==> config.mk <==
export PLATFORM = sky130hd
export DESIGN_NAME = reset_and_watchdog_control
export DESIGN_NICKNAME = d
export VERILOG_FILES = /design/src/design/rw_pkg.sv /design/src/design/reset_and_watchdog_control.sv
export SDC_FILE = /design/constraint.sdc
export NUM_CORES = 1
export LEC_CHECK = 0
export BUFFER_PORTS_ARGS = -buffer_cell sky130_fd_sc_hd__buf_4
export CORE_ASPECT_RATIO = 1.25
export CORE_MARGIN = 5
export CORE_UTILIZATION = 50
export CTS_CLUSTER_DIAMETER = 40
export DETAILED_ROUTE_END_ITERATION = 6
export PLACE_DENSITY = 0.88
export SLEW_MARGIN = 0
export SYNTH_ARGS = -nofsm -noshare
export SYNTH_HDL_FRONTEND = slang
export SYNTH_SLANG_ARGS = --single-unit
==> constraint.sdc <==
create_clock -name pclk -period 3.6 [get_ports pclk]
set_input_delay 0.72 -clock pclk [delete_from_list [all_inputs] [get_ports pclk]]
set_output_delay 0.72 -clock pclk [all_outputs]
set_load 0.01 [all_outputs]
==> src/design/rw_pkg.sv <==
// Purpose: shared constants and types of the reset and watchdog controller
// Assumes: 25 MHz pclk, 32-bit APB, byte offsets as printed
// Notes:   only the brown-out filter count derives from a named time below
`default_nettype none
package rw_pkg;
  // ----------------------------------------------------------------
  // timing
  // ----------------------------------------------------------------
  localparam int CLK_HZ        = 25_000_000;
  localparam int WD_OSC_HZ     = 128_000;
  localparam int T_BOD_NS      = 2000;
  localparam int BOD_CYC       = (T_BOD_NS * (CLK_HZ / 1_000_000) + 999) / 1000;
  localparam int CE_WINDOW_CYC = 4;
  localparam int WD_BASE_DEF   = 2048;
  localparam int TOUT_BASE_DEF = 64;
  localparam logic [3:0] WD_MAX_CODE = 4'h9;
  localparam int DLY_W = 16;
  localparam int BOD_W = 8;
  localparam int WD_W  = 21;
  // ----------------------------------------------------------------
  // register map
  // ----------------------------------------------------------------
  localparam logic [11:0] OFF_CAUSE  = 12'h054;
  localparam logic [11:0] OFF_WDCTRL = 12'h060;
  localparam int CTL_FLAG = 7;
  localparam int CTL_IE   = 6;
  localparam int CTL_P3   = 5;
  localparam int CTL_CE   = 4;
  localparam int CTL_RE   = 3;
  localparam int CAU_WD   = 3;
  localparam int CAU_BO   = 2;
  localparam int CAU_EXT  = 1;
  localparam int CAU_POR  = 0;
  localparam logic [3:0] CAUSE_RST = 4'h1;
  // synchroniser lanes and their idle values after reset
  localparam int SY_POR = 0;
  localparam int SY_EXT = 1;
  localparam int SY_BOD = 2;
  localparam int SY_OSC = 3;
  localparam logic [3:0] SY_RST = 4'h2;
  // ----------------------------------------------------------------
  // types
  // ----------------------------------------------------------------
  typedef struct packed {
    logic       reset_pin_disable_fuse;
    logic       always_on_fuse;
    logic       brownout_enable;
    logic [2:0] brownout_level_fuse;
    logic [1:0] startup_time_select;
    logic [3:0] clock_source_select;
  } fuses_t;
  typedef enum logic [1:0] {PH_HOLD, PH_STRETCH, PH_RUN} phase_t;
  typedef struct packed {
    logic [3:0]       sy0;
    logic [3:0]       sy1;
    logic [3:0]       sy2;
    logic [3:0]       flt;
    logic             osc_prev;
    logic [WD_W-1:0]  wd_cnt;
    logic [BOD_W-1:0] bod_cnt;
    logic             bod_valid;
    logic [DLY_W-1:0] dly_cnt;
    phase_t           phase;
    logic             fetch;
    logic             wd_pulse;
    logic [2:0]       ce_cnt;
    logic             timeout_flag;
    logic             timeout_irq_enable;
    logic             change_enable_bit;
    logic             reset_enable_bit;
    logic [3:0]       timeout_prescaler;
    logic [3:0]       cause;
    logic [31:0]      prdata;
  } state_t;
endpackage
`default_nettype wire

==> src/design/reset_and_watchdog_control.sv <==
// Purpose: reset combiner, start-up delay counter and watchdog timer
// Assumes: one pclk domain; watchdog oscillator arrives as a pin level
// Notes:   APB slave, zero wait states, no interrupt logic beyond wd_irq
//
// Overview of operation
// [RULE1] reset loads initial values, then fetch vector
// [RULE2] pins reset asynchronously on any source; here only power-on and the enabled pin assert without a clock
// [RULE3] delay counter stretches reset after release
// [RULE4] four causes: power-on, pin, watchdog, brown-out
// [RULE5] power-on asserts at once, releases after delay
// [RULE6] long low pin resets without clock
// [RULE7] pin-disable fuse ignores reset pin
// [RULE8] brown-out asserts, releases after delay counter
// [RULE9] short brown-out dips are filtered out
// [RULE10] watchdog reset pulse one clock wide
// [RULE11] counter advances on 128 kHz oscillator
// [RULE12] restart instruction clears watchdog counter
// [RULE13] interrupt mode raises wake-capable request
// [RULE14] reset mode resets on every expiry
// [RULE15] combined mode: interrupt first, then reset
// [RULE16] always-on fuse forces reset mode
// [RULE17] firmware unlocks by writing change and enable
// [RULE18] disable or prescale only inside window
// [RULE19] timeout range about 16 ms to 8 s
// [RULE20] firmware clears cause flag and enable early
// [RULE21] cause flag forces reset enable high
// [RULE22] prescaler code doubles from 2048 cycles
// [RULE23] change enable self-clears after four cycles
// [RULE24] vectoring or writing one clears flag
// [RULE25] sources ORed, async assert, sync release
// [RULE26] oscillator synchronised before raising events
//
// Our own choices: the APB slave port and the register offsets.
`default_nettype none
module reset_and_watchdog_control #(
  parameter int WD_BASE   = rw_pkg::WD_BASE_DEF,
  parameter int TOUT_BASE = rw_pkg::TOUT_BASE_DEF
) (
  // apb
  input  wire logic        pclk,
  input  wire logic        presetn,
  input  wire logic        psel,
  input  wire logic        penable,
  input  wire logic        pwrite,
  input  wire logic [11:0] paddr,
  input  wire logic [31:0] pwdata,
  output logic      [31:0] prdata,
  output logic             pready,
  output logic             pslverr,
  // reset sources and configuration
  input  wire logic        por_ok,
  input  wire logic        reset_pin_n,
  input  wire logic        brownout_low,
  input  wire rw_pkg::fuses_t fuses,
  input  wire logic        wd_osc,
  // core side
  input  wire logic        wd_restart,
  input  wire logic        wd_vector_taken,
  output logic             sys_reset_n,
  output logic             reset_vector_fetch,
  output logic             wd_reset_pulse,
  output logic             wd_irq,
  output logic             wd_wake
);

  // ----------------------------------------------------------------
  // elaboration checks
  // ----------------------------------------------------------------
  if (WD_BASE < 1 || (WD_BASE << 9) >= (1 << rw_pkg::WD_W)) begin : g_chk_wd
    $error("WD_BASE out of range");
  end
  if (TOUT_BASE < 1 || (TOUT_BASE << 4) >= (1 << rw_pkg::DLY_W)) begin : g_chk_dly
    $error("TOUT_BASE out of range");
  end
  if (rw_pkg::BOD_CYC >= (1 << rw_pkg::BOD_W)) begin : g_chk_bod
    $error("BOD_CYC too wide");
  end

  // ----------------------------------------------------------------
  // functions
  // ----------------------------------------------------------------
  // reserved codes clamp to the longest period rather than a short one
  function automatic logic [rw_pkg::WD_W-1:0] wd_limit(input logic [3:0] code);
    logic [3:0] c;
    c = (code > rw_pkg::WD_MAX_CODE) ? rw_pkg::WD_MAX_CODE : code;
    wd_limit = rw_pkg::WD_W'(WD_BASE) << c; // [RULE22] [RULE19]
  endfunction

  // crystal selections get one extra doubling for oscillator settling
  function automatic logic [rw_pkg::DLY_W-1:0] dly_limit(input rw_pkg::fuses_t f);
    logic [2:0] sh;
    sh = {1'b0, f.startup_time_select} + {2'b00, f.clock_source_select[3]};
    dly_limit = rw_pkg::DLY_W'(TOUT_BASE) << sh; // [RULE3]
  endfunction

  function automatic logic is_reg(input logic [11:0] a);
    is_reg = (a == rw_pkg::OFF_CAUSE) || (a == rw_pkg::OFF_WDCTRL);
  endfunction

  // ----------------------------------------------------------------
  // state
  // ----------------------------------------------------------------
  rw_pkg::state_t s_q;
  rw_pkg::state_t s_d;

  logic       async_src;
  logic       src;
  logic       osc_tick;
  logic       eff_re;
  logic       eff_ie;
  logic       wd_run;
  logic       expire;
  logic       wr;
  logic [7:0] wv;
  logic [7:0] ctl_rd;
  logic [3:0] raw_in;

  // sources seen without any clock: power-on and the enabled pin
  assign async_src = ~por_ok | (~reset_pin_n & ~fuses.reset_pin_disable_fuse); // [RULE25] [RULE7]
  assign raw_in    = {wd_osc, brownout_low, reset_pin_n, por_ok};
  assign eff_re    = s_q.reset_enable_bit | s_q.cause[rw_pkg::CAU_WD] | fuses.always_on_fuse; // [RULE21]
  assign eff_ie    = s_q.timeout_irq_enable & ~fuses.always_on_fuse; // [RULE16]
  assign ctl_rd    = {s_q.timeout_flag, eff_ie, s_q.timeout_prescaler[3], s_q.change_enable_bit, eff_re, s_q.timeout_prescaler[2:0]};
  assign wr        = psel & penable & pwrite;
  assign wv        = pwdata[7:0];

  // ----------------------------------------------------------------
  // outputs
  // ----------------------------------------------------------------
  assign pready  = 1'b1;
  assign pslverr = psel & penable & ~is_reg(paddr);
  assign prdata  = s_q.prdata;
  // async assert, release only from the clocked phase machine
  assign sys_reset_n = (s_q.phase == rw_pkg::PH_RUN) & ~s_q.wd_pulse & ~async_src; // [RULE2] [RULE25]
  assign reset_vector_fetch = s_q.fetch; // [RULE1]
  assign wd_reset_pulse     = s_q.wd_pulse;
  assign wd_irq             = s_q.timeout_flag & eff_ie; // [RULE13]
  assign wd_wake            = s_q.timeout_flag & eff_ie; // [RULE13]

  // ----------------------------------------------------------------
  // next state
  // ----------------------------------------------------------------
  always_comb begin
    s_d = s_q;
    // three-stage synchronisers; a change counts once stages two and three agree
    s_d.sy0 = raw_in;
    s_d.sy1 = s_q.sy0;
    s_d.sy2 = s_q.sy1;
    for (int i = 0; i < 4; i++) begin
      if (s_q.sy1[i] == s_q.sy2[i]) begin
        s_d.flt[i] = s_q.sy2[i];
      end
    end
    s_d.osc_prev = s_q.flt[rw_pkg::SY_OSC];
    osc_tick = s_q.flt[rw_pkg::SY_OSC] & ~s_q.osc_prev; // [RULE26] [RULE11]

    // brown-out must persist before it counts
    if (fuses.brownout_enable && s_q.flt[rw_pkg::SY_BOD]) begin
      if (s_q.bod_cnt >= rw_pkg::BOD_W'(rw_pkg::BOD_CYC - 1)) begin
        s_d.bod_valid = 1'b1; // [RULE9] [RULE8]
      end else begin
        s_d.bod_cnt = s_q.bod_cnt + 1'b1;
      end
    end else begin
      s_d.bod_cnt   = '0;
      s_d.bod_valid = 1'b0;
    end

    src = ~s_q.flt[rw_pkg::SY_POR]
        | (~s_q.flt[rw_pkg::SY_EXT] & ~fuses.reset_pin_disable_fuse)
        | s_q.bod_valid | s_q.wd_pulse; // [RULE4] [RULE7] [RULE25]

    // change window countdown
    if (s_q.ce_cnt != 3'h0) begin
      s_d.ce_cnt = s_q.ce_cnt - 1'b1;
      if (s_q.ce_cnt == 3'h1) begin
        s_d.change_enable_bit = 1'b0; // [RULE23]
      end
    end

    // register writes
    if (wr && paddr == rw_pkg::OFF_CAUSE) begin
      s_d.cause = s_q.cause & pwdata[3:0];
    end
    if (wr && paddr == rw_pkg::OFF_WDCTRL) begin
      if (wv[rw_pkg::CTL_FLAG]) begin
        s_d.timeout_flag = 1'b0; // [RULE24]
      end
      s_d.timeout_irq_enable = wv[rw_pkg::CTL_IE];
      if (s_q.ce_cnt != 3'h0 && !wv[rw_pkg::CTL_CE]) begin
        s_d.reset_enable_bit    = wv[rw_pkg::CTL_RE]; // [RULE18]
        s_d.timeout_prescaler    = {wv[rw_pkg::CTL_P3], wv[2:0]}; // [RULE18]
        s_d.ce_cnt = 3'h0;
        s_d.change_enable_bit   = 1'b0;
      end else if (wv[rw_pkg::CTL_RE]) begin
        s_d.reset_enable_bit = 1'b1;
      end
      if (wv[rw_pkg::CTL_CE] && wv[rw_pkg::CTL_RE]) begin
        s_d.change_enable_bit   = 1'b1; // [RULE17]
        s_d.ce_cnt = 3'(rw_pkg::CE_WINDOW_CYC); // [RULE23]
      end
    end

    // interrupt vectoring
    if (wd_vector_taken) begin
      s_d.timeout_flag = 1'b0; // [RULE24]
      if (eff_re) begin
        s_d.timeout_irq_enable = 1'b0; // [RULE24] [RULE15]
      end
    end

    // watchdog counter
    wd_run = eff_re | eff_ie;
    expire = 1'b0;
    s_d.wd_pulse = 1'b0; // [RULE10]
    if (wd_restart || !wd_run) begin
      s_d.wd_cnt = '0; // [RULE12]
    end else if (osc_tick) begin
      if (s_q.wd_cnt + 1'b1 >= wd_limit(s_q.timeout_prescaler)) begin
        s_d.wd_cnt = '0;
        expire     = 1'b1; // [RULE11]
      end else begin
        s_d.wd_cnt = s_q.wd_cnt + 1'b1;
      end
    end
    if (expire && s_q.phase == rw_pkg::PH_RUN) begin
      if (eff_ie && !(eff_re && s_q.timeout_flag)) begin
        s_d.timeout_flag = 1'b1; // [RULE13] [RULE15]
      end else if (eff_re) begin
        s_d.wd_pulse = 1'b1; // [RULE14] [RULE10]
        s_d.cause[rw_pkg::CAU_WD] = 1'b1;
      end
    end

    // cause flags; sets win over software clears
    if (~s_q.flt[rw_pkg::SY_EXT] && !fuses.reset_pin_disable_fuse) begin
      s_d.cause[rw_pkg::CAU_EXT] = 1'b1; // [RULE6]
    end
    if (s_q.bod_valid) begin
      s_d.cause[rw_pkg::CAU_BO] = 1'b1; // [RULE8]
    end
    if (~s_q.flt[rw_pkg::SY_POR]) begin
      s_d.cause = rw_pkg::CAUSE_RST; // [RULE5]
    end

    // reset phase machine
    s_d.fetch = 1'b0;
    case (s_q.phase)
      rw_pkg::PH_HOLD: begin
        s_d.dly_cnt = '0;
        if (!src) begin
          s_d.phase = rw_pkg::PH_STRETCH; // [RULE10]
        end
      end
      rw_pkg::PH_STRETCH: begin
        if (src) begin
          s_d.phase   = rw_pkg::PH_HOLD;
          s_d.dly_cnt = '0;
        end else if (s_q.dly_cnt >= dly_limit(fuses) - 1'b1) begin
          s_d.phase = rw_pkg::PH_RUN; // [RULE3] [RULE5] [RULE6] [RULE8]
          s_d.fetch = 1'b1; // [RULE1]
        end else begin
          s_d.dly_cnt = s_q.dly_cnt + 1'b1;
        end
      end
      rw_pkg::PH_RUN: begin
        if (src) begin
          s_d.phase = rw_pkg::PH_HOLD;
        end
      end
      default: begin
        s_d.phase = rw_pkg::PH_HOLD;
      end
    endcase

    // while held in reset the control fields return to initial values
    if (s_q.phase != rw_pkg::PH_RUN || async_src) begin
      s_d.timeout_flag   = 1'b0; // [RULE1]
      s_d.timeout_irq_enable   = 1'b0;
      s_d.change_enable_bit   = 1'b0;
      s_d.reset_enable_bit    = 1'b0;
      s_d.timeout_prescaler    = 4'h0;
      s_d.ce_cnt = 3'h0;
      s_d.wd_cnt = '0;
    end
    if (fuses.always_on_fuse || s_d.cause[rw_pkg::CAU_WD]) begin
      s_d.reset_enable_bit = 1'b1; // [RULE16] [RULE21]
    end
    if (fuses.always_on_fuse) begin
      s_d.timeout_irq_enable = 1'b0; // [RULE16]
    end

    // read data captured in the setup phase
    if (psel && !penable && !pwrite) begin
      case (paddr)
        rw_pkg::OFF_CAUSE:  s_d.prdata = {28'h0000000, s_q.cause};
        rw_pkg::OFF_WDCTRL: s_d.prdata = {24'h000000, ctl_rd};
        default:            s_d.prdata = 32'h00000000;
      endcase
    end
  end

  // ----------------------------------------------------------------
  // registers
  // ----------------------------------------------------------------
  always_ff @(posedge pclk or negedge presetn) begin
    if (!presetn) begin
      s_q           <= '0;
      s_q.sy0       <= rw_pkg::SY_RST;
      s_q.sy1       <= rw_pkg::SY_RST;
      s_q.sy2       <= rw_pkg::SY_RST;
      s_q.flt       <= rw_pkg::SY_RST;
      s_q.phase     <= rw_pkg::PH_HOLD;
      s_q.cause     <= rw_pkg::CAUSE_RST;
    end else begin
      s_q <= s_d;
    end
  end

endmodule
`default_nettype wire

=== Word level (Yosys, flattened, before mapping) ===
Index checks and enable logic that the tools add are counted.

* Output and inout bits: 39
* RAM bits: 0
* Bits in registers: 114
* Memories kept: 0
* ROM bits: 0
* Bits in latches: 0
* Logic and storage cells: 168

* Muxes and demuxes: 50
* Reduce and logical (&&, ||, !) cells: 33
* Equality and inequality tests: 19
* Multipliers: 0
* Add/sub/neg operators: 6
* Bitwise gates (word level): 28
* Magnitude comparators: 4
* Div/mod/pow operators: 0
* Shift-type cells: 2

{| class="wikitable"
|+ Operators by type and width
! kind !! count
|-
| 2-to-1 mux 21 bit || 4
|-
| one-hot mux 16 bit (2 select lines) || 1
|-
| 2-to-1 mux 1 bit || 26
|-
| == test 12 x 7 -> 1 bit, second input constant || 2
|-
| 2-to-1 mux 11 bit || 2
|-
| adder 21 x 1 -> 21 bit, second input constant || 1
|-
| greater-or-equal comparator 21 bit || 1
|-
| << shifter 12 x 4 -> 21 bit, first input constant || 1
|-
| 2-to-1 mux 18 bit || 1
|-
| adder 16 x 1 -> 16 bit, second input constant || 1
|-
| greater-or-equal comparator 16 bit || 1
|-
| 2-to-1 mux 16 bit || 1
|-
| 2-to-1 mux 4 bit || 4
|-
| one-hot mux 8 bit (2 select lines) || 1
|-
| << shifter 7 x 3 -> 16 bit, first input constant || 1
|-
| subtractor 16 x 1 -> 16 bit, second input constant || 1
|-
| 2-to-1 mux 3 bit || 4
|-
| logical AND 1 bit || 11
|-
| AND 1 bit || 10
|-
| NOT 1 bit || 10
|-
| 2-to-1 mux 9 bit || 1
|-
| nonzero test 3 bit || 3
|-
| adder 8 x 1 -> 8 bit, second input constant || 1
|-
| greater-or-equal comparator 8 x 6 -> 1 bit, second input constant || 1
|-
| other kinds (24) || 52
|}

=== Depth between registers and ports, before layout ===
* Depth after elaboration: 13
* Depth in mapped cells: 14
* Depth with buffers taken out: 12

=== Worst setup path after synthesis ===
Ideal clock, no wire load.

* Path kind: input to register
* Start: in fuses[3] (netlist bit)
* End: reg s_q[56] (netlist bit)
* Buffers on the path: 0
* Required time: 3.479 ns
* Path slack: 0.165 ns
* Data arrival time: 3.314 ns
* Library setup time: 0.121 ns
* Cell stages on the path: 10
* Path through: ha_1 ha_1 or3_1 ha_1 ha_1 a21oi_1 o21ai_1 a311oi_1 o21ai_0 a22o_1

* Longest elaborated chain between the ends: 6

{| class="wikitable"
|+ RTL lines
! what !! RTL line !! source
|-
| from (decl) || reset_and_watchdog_control.sv:54 || <nowiki>input wire rw_pkg::fuses_t fuses,</nowiki>
|-
| adder 2 x 1 -> 3 bit || reset_and_watchdog_control.sv:92 || <nowiki>sh = {1'b0, f.startup_time_select} + {2'b00, f.clock_source_select[3]};</nowiki>
|-
| << shifter 7 x 3 -> 16 bit || reset_and_watchdog_control.sv:93 || <nowiki>dly_limit = rw_pkg::DLY_W'(TOUT_BASE) << sh;</nowiki>
|-
| subtractor 16 x 1 -> 16 bit || reset_and_watchdog_control.sv:259 || <nowiki>end else if (s_q.dly_cnt >= dly_limit(fuses) - 1'b1) begin</nowiki>
|-
| greater-or-equal comparator 16 bit || reset_and_watchdog_control.sv:259 ||
|-
| inequality test 3 bit (no source line) || n/a ||
|-
| AND reduction 2 bit (no source line) || n/a ||
|-
| to (decl) || reset_and_watchdog_control.sv:103 || <nowiki>rw_pkg::state_t s_q;</nowiki>
|}

Every way passes these cells.
A chain may end at the register's enable or synchronous reset.

=== Worst setup path after layout ===
* Start: in fuses[3] (netlist bit)
* End: reg s_q[53] (netlist bit)

The elaborated chain is that of the path after synthesis.

==> tab_implementation.tex <==
\begin{tabular}{lr}
\hline
Metric & Value \\
\hline
\multicolumn{2}{l}{\textbf{Yosys}} \\
Cell type with the highest aggregate area in the netlist & dfrtp\_1 \\
Share of synthesized flip-flops with an asynchronous set or reset & between 90\% and 100\% \\
Synthesis-stage register bit count & 90 \\
Cell with the most instances after synthesis & dfrtp\_1 \\
Synthesis Warnings & 0 \\
Number of cells produced by synthesis & about 560 \\
Leading post-synthesis cells by instance count & dfrtp\_1, nand2\_1, nor2\_1 \\
Proportion of synthesized chip area in sequential cells & around 43\% \\
Area share of the largest cell type after synthesis & 40.9\% \\
Prevailing post-synth register cell & dfrtp\_1 \\
Yosys cell types & 69 \\
Cell area after synthesis & approximately 5200 um2 \\
Number of flops mapped to enable cells by yosys & 0 \\
Post-synthesis average cell area & between 9 and 10 um2 \\
Synth top area cells & dfrtp\_1, ha\_1, buf\_4 \\
\multicolumn{2}{l}{\textbf{Worst setup path}} \\
Most repeated library cell on the critical path & ha\_1 \\
Cell chain of the critical path & buf\_4 > ha\_1 > ha\_1 > or3\_1 > ha\_1 > ha\_1 > a21oi\_1 > o21ai\_1 > a311o\_1 > buf\_4 > a211oi\_1 > o32ai\_1 \\
Startpoint kind of the worst setup timing path & input pin \\
Arrival time reported for the critical path endpoint & 3.57 ns \\
Element type at the critical path end & flop \\
Delay of the slowest critical-path stage & 0.46 ns \\
Critical path class & in2reg \\
Cell at the slowest stage of the critical path & a311o\_1 \\
First element of the critical path & fuses[3] \\
Critical path's top delay family & compound AO/OA/AOI/OAI gates \\
Worst path buffer plus inverter count & 2 \\
Crit Path Max Fanout & 6 \\
Critical Path RT & roughly 3.8 ns \\
Launch instance of the worst register-to-register path & s\_q[84] \\
\multicolumn{2}{l}{\textbf{Finish}} \\
Area of the multi-input gates & approximately 2600 um2 \\
Post-layout nets & just under 700 \\
Share of post-route cells with drive strength above 1 & between 15 and 20\% \\
Area overhead of the layout relative to synthesis & 14.3\% \\
Antenna diode count & 0 \\
Fin util & between 50\% and 60\% \\
Filler cell count & 830 \\
Sequential standard cell area & approximately 2300 um2 \\
\multicolumn{2}{l}{\textbf{Floorplan}} \\
Cell row count & $\sim$40 \\
Vert. Die Dim & between 100 and 150 um \\
Die footprint & about 13,000 um2 \\
Initial standard-cell utilization of the core & 51.2\% \\
Total core area & slightly above 10,000 um2 \\
Die Width & about 100 um \\
Boundary pin count & 106 \\
\multicolumn{2}{l}{\textbf{CTS}} \\
Root buffer selected by CTS & clkbuf\_16 \\
H-tree depth & 3 \\
Bufs on Longest Clock Path & 2 \\
Hold bufs inserted after CTS & 0 \\
Clock buffer count from CTS & 9 \\
Total clock sinks & 90 \\
TritonCTS clock tree & yes \\
Clock latency at the later pin of the worst-skew pair & 0.34 ns \\
Reg clk slew, reported paths & 0.07 ns \\
\multicolumn{2}{l}{\textbf{Placement}} \\
Detailed Place HPWL & between 8 and 9 mm \\
Count of input and output buffers & 50 \\
Weighted congestion reported at the end of routability-driven placement & 0.883 \\
\multicolumn{2}{l}{\textbf{Worst hold path}} \\
Type of the most critical hold path & reg2reg \\
Hold Path Origin & s\_d[106] \\
\multicolumn{2}{l}{\textbf{Route}} \\
Drt wl/cell & 16.4 um \\
DR vias & 4,370 \\
Detailed-route DRC error count & 0 \\
DR pass1 iterations & 6 \\
Remaining number of nets flagged by the antenna check after routing & 0 \\
Drt first-iter violations & between 400 and 500 \\
Detail-routed via count per cell & between 5 and 6 \\
Total Routed Length & 12.0 mm \\
\multicolumn{2}{l}{\textbf{Global routing}} \\
Antenna violations before repair & 0 \\
Total routing usage reported by global routing & around 20\% \\
Largest net degree at the start of global routing & 91 \\
Number of global-route vias before repair & around 4,300 \\
Total gr overflow & 0 \\
Global-route wire length before repair & 20.3 mm \\
\multicolumn{2}{l}{\textbf{Timing}} \\
Final critical-path share of the clock period & a little over nine tenths \\
Final critical delay including setup and external delays & approximately 3.4 ns \\
Clock skew after layout & about 0.011 ns \\
Final setup violation count & 0 \\
Final Max Tran Viols & 0 \\
Worst hold margin & between 0.3 and 0.4 ns \\
Unrepaired setup endpoints after global routing & no \\
Worst slew margin & 26.2\% \\
Maximum clock frequency & $\sim$300 MHz \\
Worst-Margin Slew & roughly 1.1 ns \\
Hold Vio Cnt, Final & 0 \\
\multicolumn{2}{l}{\textbf{Power and ir drop}} \\
Leakage power summed over all cells & 2.70 nW \\
Maximum ir drop on the vdd rail & around 0.35 mV \\
PnR Total Power & roughly 2.2 mW \\
Power per Cell Area & 370 nW/um2 \\
\multicolumn{2}{l}{\textbf{Flow run}} \\
Number of violations of the max-capacitance limit & 0 \\
\multicolumn{2}{l}{\textbf{Run status}} \\
Result of the run & finished clean \\
\hline
\end{tabular}
where the power goes:
group          switching (mW)  internal (mW)  leakage, nW
Sequential             0.0183           1.04         1.20
Combinational          0.0983         0.0674         1.35
Clock                   0.394          0.581        0.150
Total                   0.510           1.69         2.70
cells by family (layout without fill, tap and decap cells):
| group | count (synthesis) | in the layout | share of synthesized area, % |
|---|---|---|---|
| DFF | 90 | 90 | 43.5 |
| AOI/OAI and AO/OA | 117 | 117 | 15.9 |
| adders and majority gates | 29 | 29 | 6.79 |
| xor gates and xnor gates | 8 | 8 | 1.35 |
| and+or+nand+nor | 222 | 222 | 22.5 |
| other | 2 | 25 | 0.144 |
| muxes | 8 | 8 | 1.56 |
| buffers and inverters | 81 | 107 | 8.33 |
state kept, by name, summed over array words and instances, names as in the netlist:
name,flops
s_q,65
prdata,8
wd_reset_pulse,1
ctl_rd,6
reset_vector_fetch,1
s_d,9
metal layers:
| metal | wire, um | GRT usage (%) |
|---|---|---|
| met1 | 4960 | 25.3 |
| met2 | 6190 | 33.2 |
| met3 | 593 | 3.47 |
| met4 | 284 | 7.48 |
| met5 | 0 | 0 |
layout make-up:
class | count | area share, %
flip-flops and latches | 90 | 38.0
clock inverters | 3 | 0.800
multi-input cells | 409 | 44.2
repair buffers | 65 | 8.21
well taps | 129 | 2.72
inverters | 26 | 1.64
clock buffers | 13 | 4.38
what timing repair did:
item,CTS,global route
pin swaps,0,1
gates resized for setup,1,4
setup endpoints to repair,2,21
setup buffers,0,1
path summary, 6_finish.rpt:
kind / end / slack, ns / cells past startpoint
setup reg to reg: s_q[80] / 0.26 / 12
max in group asynchronous: s_q[85] / 2.31 / 1
setup / recovery: s_q[53] / 0.23 / 12
hold reg to reg: s_d[102] / 0.34 / 0
min in group asynchronous: s_q[76] / 0.59 / 1
hold / removal: s_d[102] / 0.34 / 0
cells in the final DEF, fill, tap and decap left out, drive strengths merged, types with 5 or more instances in the layout:
master,instances
a2111oi,5
a211oi,5
a21boi,5
a21oi,17
a22oi,5
a31oi,9
a32oi,6
and3,14
buf,65
clkbuf,13
conb,25
dfrtp,85
dfstp,5
ha,25
inv,27
mux2i,7
nand2,59
nand2b,7
nand3,31
nand4,14
nor2,37
nor2b,12
nor3,7
nor4,8
o21ai,21
o22ai,8
o31ai,10
or2,8
metrics by stage:
step                std cells  setup WS, ns  area [um2]   TNS, ns
floorplan                 580         0.165        5280         0
global placement          718      -0.00610        5610  -0.00610
detailed placement        718       -0.0942        5610    -0.363
CTS                       734        0.0691        5920         0
global route              735        0.0145        5940         0
finish                    735         0.226        5940         0
Power figures use the tool's default switching activity.
